--- src/hw/srit_pkg.sv ---
package srit_pkg;

  // ==========================================================================
  // Register numbers
  localparam logic [15:0] REG_P1_DELAY_STAT = 16'h0818;
  localparam logic [15:0] REG_P2_DELAY_STAT = 16'h0838;
  localparam logic [15:0] REG_P1_FILL_COUNT = 16'h1F80;
  localparam logic [15:0] REG_P2_FILL_COUNT = 16'h1FA0;

  // ==========================================================================
  // Reset values and limits
  localparam logic [15:0] FILL_MIN      = 16'h000A;
  localparam logic [15:0] FILL_RST      = 16'h000A;
  localparam logic [15:0] ZERO16        = 16'h0000;
  localparam logic [15:0] ONE16         = 16'h0001;
  localparam logic [3:0]  ROUTE_MAX     = 4'h8;
  localparam logic [3:0]  ROUTE_MIN_NET = 4'h2;
  localparam int          DROP_W        = 8;
  localparam int          ROUTE_SLOTS   = 8;
  localparam logic [3:0]  BITS_ASCII    = 4'h7;
  localparam logic [3:0]  BITS_RTU      = 4'h8;

  // ==========================================================================
  // Port modes and port indices
  typedef enum logic [2:0] {
    PM_PEER,
    PM_NETWORK_LINK,
    PM_POWER_METER,
    PM_MODBUS_MASTER,
    PM_MODBUS_SLAVE,
    PM_OTHER
  } srit_mode_type;

  localparam logic [1:0] PORT_ETH = 2'h0;
  localparam logic [1:0] PORT_P1  = 2'h1;
  localparam logic [1:0] PORT_P2  = 2'h2;

endpackage

--- src/hw/srit_fill_timer.sv ---
module srit_fill_timer
  import srit_pkg::*;
(
  input  wire logic        clk,
  input  wire logic        rst,
  input  wire logic        wait_en,
  input  wire logic [15:0] fill_cfg,
  input  wire logic [15:0] bit_clks,
  input  wire logic [3:0]  frame_bits,
  input  wire logic        cksum_sent,
  input  wire logic        ack_rx,
  output logic             pad_pulse,
  output logic             enq_pulse,
  output logic             waiting,
  output logic [15:0]      delay_stat
);

  typedef enum logic {FT_IDLE, FT_WAIT} srit_ft_state_type;

  srit_ft_state_type state_ff;
  srit_ft_state_type nxt_state;
  logic [15:0]       bit_cnt_ff;
  logic [15:0]       nxt_bit_cnt;
  logic [3:0]        bitn_ff;
  logic [3:0]        nxt_bitn;
  logic [15:0]       pad_cnt_ff;
  logic [15:0]       nxt_pad_cnt;
  logic [15:0]       stat_ff;
  logic [15:0]       nxt_stat;
  logic              pad_ff;
  logic              nxt_pad;
  logic              enq_ff;
  logic              nxt_enq;

  // ==========================================================================
  // Character period and fill count decode
  wire [15:0] eff_fill  = (fill_cfg < FILL_MIN) ? FILL_MIN : fill_cfg;
  wire [16:0] bit_next  = {1'b0, bit_cnt_ff} + {1'b0, ONE16};
  wire        bit_done  = bit_next >= {1'b0, bit_clks};
  wire [4:0]  bitn_next = {1'b0, bitn_ff} + 5'h01;
  wire        char_done = bit_done && (bitn_next >= {1'b0, frame_bits});
  wire [15:0] pad_next  = pad_cnt_ff + ONE16;
  wire        last_pad  = char_done && (pad_next >= eff_fill);

  // ==========================================================================
  // Wait sequence
  always_comb begin
    nxt_state   = state_ff;
    nxt_bit_cnt = bit_cnt_ff;
    nxt_bitn    = bitn_ff;
    nxt_pad_cnt = pad_cnt_ff;
    nxt_stat    = stat_ff;
    nxt_pad     = 1'b0;
    nxt_enq     = 1'b0;
    if (cksum_sent && wait_en) begin
      nxt_state   = FT_WAIT;
      nxt_bit_cnt = ZERO16;
      nxt_bitn    = 4'h0;
      nxt_pad_cnt = ZERO16;
    end else begin
      unique case (state_ff)
        FT_IDLE: begin
          nxt_state = FT_IDLE;
        end
        FT_WAIT: begin
          if (!wait_en) begin
            nxt_state = FT_IDLE;
          end else if (ack_rx) begin
            nxt_stat  = pad_cnt_ff;
            nxt_state = FT_IDLE;
          end else begin
            nxt_bit_cnt = bit_done ? ZERO16 : bit_next[15:0];
            nxt_bitn    = char_done ? 4'h0 : (bit_done ? bitn_next[3:0] : bitn_ff);
            if (char_done) begin
              nxt_pad     = 1'b1;
              nxt_pad_cnt = pad_next;
            end
            if (last_pad) begin
              nxt_enq   = 1'b1;
              nxt_state = FT_IDLE;
            end
          end
        end
      endcase
    end
  end

  always_ff @(posedge clk or posedge rst) begin
    if (rst) begin
      state_ff   <= FT_IDLE;
      bit_cnt_ff <= ZERO16;
      bitn_ff    <= 4'h0;
      pad_cnt_ff <= ZERO16;
      stat_ff    <= ZERO16;
      pad_ff     <= 1'b0;
      enq_ff     <= 1'b0;
    end else begin
      state_ff   <= nxt_state;
      bit_cnt_ff <= nxt_bit_cnt;
      bitn_ff    <= nxt_bitn;
      pad_cnt_ff <= nxt_pad_cnt;
      stat_ff    <= nxt_stat;
      pad_ff     <= nxt_pad;
      enq_ff     <= nxt_enq;
    end
  end

  assign pad_pulse  = pad_ff;
  assign enq_pulse  = enq_ff;
  assign waiting    = (state_ff == FT_WAIT);
  assign delay_stat = stat_ff;

endmodule

--- src/hw/srit_route_decode.sv ---
module srit_route_decode
  import srit_pkg::*;
(
  input  wire logic [3:0]                    route_len,
  input  wire logic [DROP_W*ROUTE_SLOTS-1:0] route_drops,
  input  wire logic [1:0]                    arrive_port,
  input  wire logic [DROP_W-1:0]             eth_drop,
  input  wire logic [DROP_W-1:0]             p1_drop,
  input  wire logic [DROP_W-1:0]             p2_drop,
  output logic                               is_local,
  output logic                               exit_valid,
  output logic [1:0]                         exit_port,
  output logic                               route_error,
  output logic                               drop_conflict
);

  logic [DROP_W-1:0] arrive_drop;
  logic [DROP_W-1:0] next_drop;
  logic [3:0]        hit_idx;
  logic              hit;

  // ==========================================================================
  // Locate the arrival port's drop in the route
  assign arrive_drop = (arrive_port == PORT_P1) ? p1_drop :
                       (arrive_port == PORT_P2) ? p2_drop : eth_drop;

  always_comb begin
    hit       = 1'b0;
    hit_idx   = 4'h0;
    next_drop = '0;
    for (int i = 0; i < ROUTE_SLOTS; i++) begin
      if (!hit && (4'(i) < route_len) &&
          (route_drops[i*DROP_W +: DROP_W] == arrive_drop)) begin
        hit     = 1'b1;
        hit_idx = 4'(i);
        if (i < ROUTE_SLOTS - 1) begin
          next_drop = route_drops[(i+1)*DROP_W +: DROP_W];
        end
      end
    end
  end

  // ==========================================================================
  // Route decisions
  wire len_zero  = (route_len == 4'h0);
  wire len_bad   = (route_len > ROUTE_MAX) ||
                   (!len_zero && (route_len < ROUTE_MIN_NET));
  wire terminal  = hit && ((hit_idx + 4'h1) == route_len);
  wire to_eth    = (next_drop == eth_drop) && (arrive_port != PORT_ETH);
  wire to_p1     = (next_drop == p1_drop) && (arrive_port != PORT_P1);
  wire to_p2     = (next_drop == p2_drop) && (arrive_port != PORT_P2);
  wire crossing  = hit && !terminal && (to_eth || to_p1 || to_p2);

  assign drop_conflict = (eth_drop == p1_drop) || (eth_drop == p2_drop) ||
                         (p1_drop == p2_drop);
  assign is_local      = !len_bad && (len_zero || terminal);
  assign exit_valid    = !len_bad && crossing;
  assign exit_port     = to_eth ? PORT_ETH : (to_p1 ? PORT_P1 : PORT_P2);
  assign route_error   = len_bad || drop_conflict || (!len_zero && !terminal && !crossing);

endmodule

--- src/hw/srit_top.sv ---
module srit_top
  import srit_pkg::*;
(
  input  wire logic                               CLK_SYS,
  input  wire logic                               SYS_RST,
  input  wire logic                               REG_WR,
  input  wire logic                               REG_RD,
  input  wire logic [15:0]                        REG_NUM,
  input  wire logic [15:0]                        REG_WDATA,
  output logic [15:0]                             REG_RDATA,
  output logic                                    REG_ACK,
  input  wire logic [2:0]                         P1_MODE,
  input  wire logic [15:0]                        P1_BIT_CLKS,
  input  wire logic [3:0]                         P1_FRAME_BITS,
  input  wire logic                               P1_CKSUM_SENT,
  input  wire logic                               P1_ACK_RX,
  output logic                                    P1_PAD_SEND,
  output logic                                    P1_ENQ_SEND,
  output logic                                    P1_WAITING,
  input  wire logic                               P1_MB_RTU,
  input  wire logic [7:0]                         P1_MB_ADDR,
  input  wire logic                               P1_RX_FRAME_END,
  input  wire logic [7:0]                         P1_RX_FRAME_ADDR,
  input  wire logic                               P1_TX_DONE,
  output logic                                    P1_TX_PERMIT,
  output logic [3:0]                              P1_DATA_BITS,
  input  wire logic [2:0]                         P2_MODE,
  input  wire logic [15:0]                        P2_BIT_CLKS,
  input  wire logic [3:0]                         P2_FRAME_BITS,
  input  wire logic                               P2_CKSUM_SENT,
  input  wire logic                               P2_ACK_RX,
  output logic                                    P2_PAD_SEND,
  output logic                                    P2_ENQ_SEND,
  output logic                                    P2_WAITING,
  input  wire logic                               P2_MB_RTU,
  input  wire logic [7:0]                         P2_MB_ADDR,
  input  wire logic                               P2_RX_FRAME_END,
  input  wire logic [7:0]                         P2_RX_FRAME_ADDR,
  input  wire logic                               P2_TX_DONE,
  output logic                                    P2_TX_PERMIT,
  output logic [3:0]                              P2_DATA_BITS,
  input  wire logic [DROP_W-1:0]                  ETH_DROP,
  input  wire logic [DROP_W-1:0]                  P1_DROP,
  input  wire logic [DROP_W-1:0]                  P2_DROP,
  input  wire logic                               RT_VALID,
  input  wire logic [3:0]                         RT_LEN,
  input  wire logic [DROP_W*ROUTE_SLOTS-1:0]      RT_DROPS,
  input  wire logic [1:0]                         RT_ARRIVE_PORT,
  output logic                                    RT_DONE,
  output logic                                    RT_LOCAL,
  output logic                                    RT_EXIT_VALID,
  output logic [1:0]                              RT_EXIT_PORT,
  output logic                                    RT_ERROR,
  output logic                                    DROP_CONFLICT
);

  logic [15:0] p1_fill_ff;
  logic [15:0] nxt_p1_fill;
  logic [15:0] p2_fill_ff;
  logic [15:0] nxt_p2_fill;
  logic [15:0] rdata_ff;
  logic [15:0] nxt_rdata;
  logic        ack_ff;
  logic [15:0] p1_stat;
  logic [15:0] p2_stat;
  logic        p1_grant_ff;
  logic        nxt_p1_grant;
  logic        p2_grant_ff;
  logic        nxt_p2_grant;
  logic        rt_done_ff;
  logic        rt_local_ff;
  logic        rt_exit_ff;
  logic [1:0]  rt_port_ff;
  logic        rt_err_ff;
  logic        rt_local;
  logic        rt_exit;
  logic [1:0]  rt_port;
  logic        rt_err;
  logic        conflict;

  // ==========================================================================
  // Register decode
  wire sel_p1_fill = (REG_NUM == REG_P1_FILL_COUNT);
  wire sel_p2_fill = (REG_NUM == REG_P2_FILL_COUNT);
  wire sel_p1_stat = (REG_NUM == REG_P1_DELAY_STAT);
  wire sel_p2_stat = (REG_NUM == REG_P2_DELAY_STAT);

  assign nxt_p1_fill = (REG_WR && sel_p1_fill) ? REG_WDATA : p1_fill_ff;
  assign nxt_p2_fill = (REG_WR && sel_p2_fill) ? REG_WDATA : p2_fill_ff;
  assign nxt_rdata   = !REG_RD     ? rdata_ff   :
                       sel_p1_fill ? p1_fill_ff :
                       sel_p2_fill ? p2_fill_ff :
                       sel_p1_stat ? p1_stat    :
                       sel_p2_stat ? p2_stat    : ZERO16;

  always_ff @(posedge CLK_SYS or posedge SYS_RST) begin
    if (SYS_RST) begin
      p1_fill_ff <= FILL_RST;
      p2_fill_ff <= FILL_RST;
      rdata_ff   <= ZERO16;
      ack_ff     <= 1'b0;
    end else begin
      p1_fill_ff <= nxt_p1_fill;
      p2_fill_ff <= nxt_p2_fill;
      rdata_ff   <= nxt_rdata;
      ack_ff     <= REG_WR || REG_RD;
    end
  end

  assign REG_RDATA = rdata_ff;
  assign REG_ACK   = ack_ff;

  // ==========================================================================
  // Fill character timers
  wire p1_pad_mode = (P1_MODE == PM_PEER) || (P1_MODE == PM_NETWORK_LINK) ||
                     (P1_MODE == PM_POWER_METER);
  wire p2_pad_mode = (P2_MODE == PM_PEER) || (P2_MODE == PM_NETWORK_LINK) ||
                     (P2_MODE == PM_POWER_METER);

  srit_fill_timer u_p1_timer (
    .clk        (CLK_SYS),
    .rst        (SYS_RST),
    .wait_en    (p1_pad_mode),
    .fill_cfg   (p1_fill_ff),
    .bit_clks   (P1_BIT_CLKS),
    .frame_bits (P1_FRAME_BITS),
    .cksum_sent (P1_CKSUM_SENT),
    .ack_rx     (P1_ACK_RX),
    .pad_pulse  (P1_PAD_SEND),
    .enq_pulse  (P1_ENQ_SEND),
    .waiting    (P1_WAITING),
    .delay_stat (p1_stat)
  );

  srit_fill_timer u_p2_timer (
    .clk        (CLK_SYS),
    .rst        (SYS_RST),
    .wait_en    (p2_pad_mode),
    .fill_cfg   (p2_fill_ff),
    .bit_clks   (P2_BIT_CLKS),
    .frame_bits (P2_FRAME_BITS),
    .cksum_sent (P2_CKSUM_SENT),
    .ack_rx     (P2_ACK_RX),
    .pad_pulse  (P2_PAD_SEND),
    .enq_pulse  (P2_ENQ_SEND),
    .waiting    (P2_WAITING),
    .delay_stat (p2_stat)
  );

  // ==========================================================================
  // Master and slave transmit permission
  wire p1_slave = (P1_MODE == PM_MODBUS_SLAVE);
  wire p2_slave = (P2_MODE == PM_MODBUS_SLAVE);
  wire p1_hit   = P1_RX_FRAME_END && (P1_RX_FRAME_ADDR == P1_MB_ADDR);
  wire p2_hit   = P2_RX_FRAME_END && (P2_RX_FRAME_ADDR == P2_MB_ADDR);

  assign nxt_p1_grant = p1_slave && (p1_hit || (p1_grant_ff && !P1_TX_DONE));
  assign nxt_p2_grant = p2_slave && (p2_hit || (p2_grant_ff && !P2_TX_DONE));

  always_ff @(posedge CLK_SYS or posedge SYS_RST) begin
    if (SYS_RST) begin
      p1_grant_ff <= 1'b0;
      p2_grant_ff <= 1'b0;
    end else begin
      p1_grant_ff <= nxt_p1_grant;
      p2_grant_ff <= nxt_p2_grant;
    end
  end

  assign P1_TX_PERMIT = p1_slave ? p1_grant_ff : 1'b1;
  assign P2_TX_PERMIT = p2_slave ? p2_grant_ff : 1'b1;
  assign P1_DATA_BITS = P1_MB_RTU ? BITS_RTU : BITS_ASCII;
  assign P2_DATA_BITS = P2_MB_RTU ? BITS_RTU : BITS_ASCII;

  // ==========================================================================
  // Route steering
  srit_route_decode u_route (
    .route_len     (RT_LEN),
    .route_drops   (RT_DROPS),
    .arrive_port   (RT_ARRIVE_PORT),
    .eth_drop      (ETH_DROP),
    .p1_drop       (P1_DROP),
    .p2_drop       (P2_DROP),
    .is_local      (rt_local),
    .exit_valid    (rt_exit),
    .exit_port     (rt_port),
    .route_error   (rt_err),
    .drop_conflict (conflict)
  );

  always_ff @(posedge CLK_SYS or posedge SYS_RST) begin
    if (SYS_RST) begin
      rt_done_ff  <= 1'b0;
      rt_local_ff <= 1'b0;
      rt_exit_ff  <= 1'b0;
      rt_port_ff  <= PORT_ETH;
      rt_err_ff   <= 1'b0;
    end else begin
      rt_done_ff <= RT_VALID;
      if (RT_VALID) begin
        rt_local_ff <= rt_local;
        rt_exit_ff  <= rt_exit;
        rt_port_ff  <= rt_port;
        rt_err_ff   <= rt_err;
      end
    end
  end

  assign RT_DONE       = rt_done_ff;
  assign RT_LOCAL      = rt_local_ff;
  assign RT_EXIT_VALID = rt_exit_ff;
  assign RT_EXIT_PORT  = rt_port_ff;
  assign RT_ERROR      = rt_err_ff;
  assign DROP_CONFLICT = conflict;

endmodule

--- config.mk ---
export PLATFORM = sky130hd
export DESIGN_NAME = srit_top
export DESIGN_NICKNAME = d
export VERILOG_FILES = /design/src/hw/srit_pkg.sv /design/src/hw/srit_fill_timer.sv /design/src/hw/srit_route_decode.sv /design/src/hw/srit_top.sv
export SDC_FILE = /design/constraint.sdc
export NUM_CORES = 1
export LEC_CHECK = 0
export ABC_AREA = 1
export BUFFER_PORTS_ARGS = -buffer_cell sky130_fd_sc_hd__buf_2
export CORE_MARGIN = 2
export CORE_UTILIZATION = 55
export DETAILED_ROUTE_END_ITERATION = 12
export GPL_ROUTABILITY_DRIVEN = 0
export PLACE_DENSITY_LB_ADDON = 0.15
export SYNTH_ARGS = -nofsm -noshare
export SYNTH_HDL_FRONTEND = slang
export SYNTH_SLANG_ARGS = --single-unit
--- constraint.sdc ---
create_clock -name CLK_SYS -period 8 [get_ports CLK_SYS]
set_input_delay 0.8 -clock CLK_SYS [delete_from_list [all_inputs] [get_ports CLK_SYS]]
set_output_delay 0.8 -clock CLK_SYS [all_outputs]
set_load 0.02 [all_outputs]
==> summary.md <==
| Metric | Value |
|---|---|
| ANT nets after route | `0` |
| Cell with the most instances after synthesis | `nand2_1` |
| Unrepaired setup endpoints after global routing | `false` |
| TritonCTS buffer count | `17` |
| Drt first-iter violations | `1299` |
| Period minus WS final | `4.72 ns` |
| Via count | `14600` |
| Total Neg Setup Slack | `0 ns` |
| Vias in the first global route | `about 14000` |
| Largest net degree at the start of global routing | `88` |
| Count of state elements after synthesis | `167` |
| Leakage | `around 0.0088 µW` |
| I/O pin count | `around 260` |
| Max cap viols | `0` |
| Top FF cell, synth | `dfrtp_1` |
| Sequential share of the synthesized area | `30.0%` |
| Post-synth ARST share | `100%` |
| Area contributors post-synth | `dfrtp_1 (29%), nand2_1 (13%), inv_1 (9.8%)` |
| ANT cells | `0` |
| Die X | `163 µm` |
| Post-Synthesis Cell Area | `roughly 14000 µm²` |
| WL final | `41800 µm` |
| HP Class | `reg -> reg` |
| Worst slew pin tran | `1.19 ns` |
| GRT Total Usage | `31.4%` |
| Post_cts resized | `0` |
| Type of origin of the critical path | `flip-flop` |
| Root Buffer | `clkbuf_16` |
| Layout area overhead | `14.7%` |
| PD cells | `approximately 170 nW/µm²` |
| Syn nets | `2354` |
| DIE AREA | `26700 µm²` |
| Setup bufs post-CTS | `0` |
| I/O Buffers | `258` |
| Crit path max fanout | `11` |
| Avg Cell Area, Syn | `6.79 µm²` |
| First-pass GRT wire length | `66700 µm` |
| Later-pin clock latency in the skew report | `between 0.4 and 0.5 ns` |
| WL/cell | `roughly 16 µm` |
| Clk buf depth | `2` |
| CP Data Arrival Time | `4.99 ns` |
| Synth area leader | `dfrtp_1` |
| Post-synth EDFFs | `0` |
| PnR worst setup slack | `3.28 ns` |
| Die height | `163 µm` |
| Tcrit/Tclk final | `between 50 and 60%` |
| Clock transition at path regs | `around 0.070 ns` |
| Worst Setup End Kind | `flip-flop` |
| Share of layout cells above drive strength 1 | `16.5%` |
| Slew Limit Headroom | `20.6%` |
| Core area | `25000 µm²` |
| # DRC | `0` |
| Ys Warns | `0` |
| DP HPWL | `32800 µm` |
| Status | `complete, no violations` |
| Synthesized instance count | `2056` |
| Fmax | `0.212 GHz` |
| Final setup fails | `0` |
| Top cell type's share of synthesized area | `~30%` |
| Synth top cells by count | `nand2_1 (479), inv_1 (366), nand3_1 (182), dfrtp_1 (163), nor2_1 (158)` |
| Yosys cell types | `57` |
| VDD IR max | `0.000163 V` |
| Kind of critical path | `reg -> reg` |
| CTS tree | `built` |
| Htree depth | `4` |
| Hold Buf Count CTS | `0` |
| Place WS | `3.35 ns` |
| # nets final | `2587` |
| Clk sinks | `around 170` |
| Req. time, crit path | `8.27 ns` |
| Fin. Hold Viols | `0` |
| Drt pass-1 iters | `6` |
| WHS | `0.497 ns` |
| Initial antenna violation count | `0` |
| Core Rows | `58` |
| Total grt overflow | `0` |
| Initial cell density of the core | `55.7%` |
| Final-report max-slew violation count | `0` |
| Clk_skew | `about 0.016 ns` |
| Via density | `5.55` |
-- stage by stage --
step	util, %	cell area, µm²	total power (µW)	std cells
after floorplan	-	14000	1650	2056
after global placement	61.6	15400	1900	2600
after detailed placement	61.6	15400	1930	2600
after CTS	64.0	16000	2780	2632
after global routing	64.0	16000	2960	2632
final	64.0	16000	2770	2632
-- cell families (layout without fill, tap and decap cells) --
group	Yosys count	after routing	synth area share, %
and+or+nand+nor	1004	1004	33.0
buffers and inverters	423	669	12.1
AOI/OAI and AO/OA	300	300	12.7
DFF	167	167	30.0
xor gates and xnor gates	83	83	5.21
adders and majority gates	79	79	7.08
-- state kept, by name (all words and copies together) (netlist names), 2 cells and up --
register,flops
REG_RDATA,16
RT_EXIT_PORT,2
p1_fill_ff,16
p2_fill_ff,16
u_p1_timer.bit_cnt_ff,16
u_p1_timer.bitn_ff,4
u_p1_timer.delay_stat,16
u_p1_timer.pad_cnt_ff,16
u_p2_timer.bit_cnt_ff,16
u_p2_timer.bitn_ff,4
u_p2_timer.delay_stat,16
u_p2_timer.pad_cnt_ff,16
-- per-layer routing --
| layer | vias to the layer above | track usage, % | routed length (µm) |
|---|---|---|---|
| met1 | 6600 | 41.6 | 17500 |
| met4 | 0 | 11.9 | 1370 |
| met3 | 119 | 6.42 | 4310 |
| li1 | 7132 | - | - |
| met2 | 761 | 50.4 | 18600 |
| met5 | - | 0 | 0 |
-- report_power, final --
group	total [µW]	switching (µW)	internal (µW)
registers	1060	82.6	973
clock network	837	366	471
logic	880	560	320
-- worst paths after layout --
kind,slack (ns),depth (start not counted),to,start
max in group asynchronous,5.96,3,u_p1_timer.pad_pulse,SYS_RST
max reg2reg,3.28,23,u_p2_timer.pad_cnt_ff[14],u_p2_timer.bit_cnt_ff[2]
max,3.28,23,u_p2_timer.pad_cnt_ff[14],u_p2_timer.bit_cnt_ff[2]
min in group asynchronous,0.52,2,u_p2_timer.bit_cnt_ff[13],SYS_RST
min reg2reg,0.50,2,u_p1_timer.delay_stat[5],u_p1_timer.pad_cnt_ff[5]
min,0.50,2,u_p1_timer.delay_stat[5],u_p1_timer.pad_cnt_ff[5]
-- critical path: stages (launching register included) --
cell      delay, ns
dfrtp_1        0.38
inv_1          0.06
nor3_1         0.36
nand4_1        0.16
nor2_1         0.19
inv_1          0.07
nor3_1         0.26
nor3b_1        0.37
nand3_1        0.14
xor2_1         0.18
ha_1           0.32
nand4_1        0.13
nor3_1         0.23
nand3_1        0.10
nor2_1         0.10
a211oi_1       0.07
nand2_1        0.09
nand2_1        0.06
inv_1          0.07
nor2_1         0.08
nor2_1         0.66
inv_1          0.27
nand2_1        0.12
o21ai_0        0.10
-- cells in the final DEF (no fill, tap or decap), types with 20 or more instances in the layout --
| cell | count |
|---|---|
| nand2_1 | 479 |
| inv_1 | 365 |
| buf_2 | 258 |
| nand3_1 | 182 |
| dfrtp_1 | 163 |
| nor2_1 | 156 |
| o21ai_0 | 148 |
| ha_1 | 79 |
| xor2_1 | 63 |
| nand4_1 | 57 |
| a21oi_1 | 49 |
| nor3_1 | 27 |
| nand2_2 | 26 |
| o22ai_1 | 20 |
| xnor2_1 | 20 |
-- area by class of cell --
cell class	instances	area, µm²
clock buffers	19	433
clock inverters	13	159
fillers	2302	9020
inverters	377	1430
multi-input cells	1466	8100
flip-flops and latches	167	4180
well taps	330	413
repair buffers	260	1310
No activity file was read; power rests on OpenSTA's default activity.
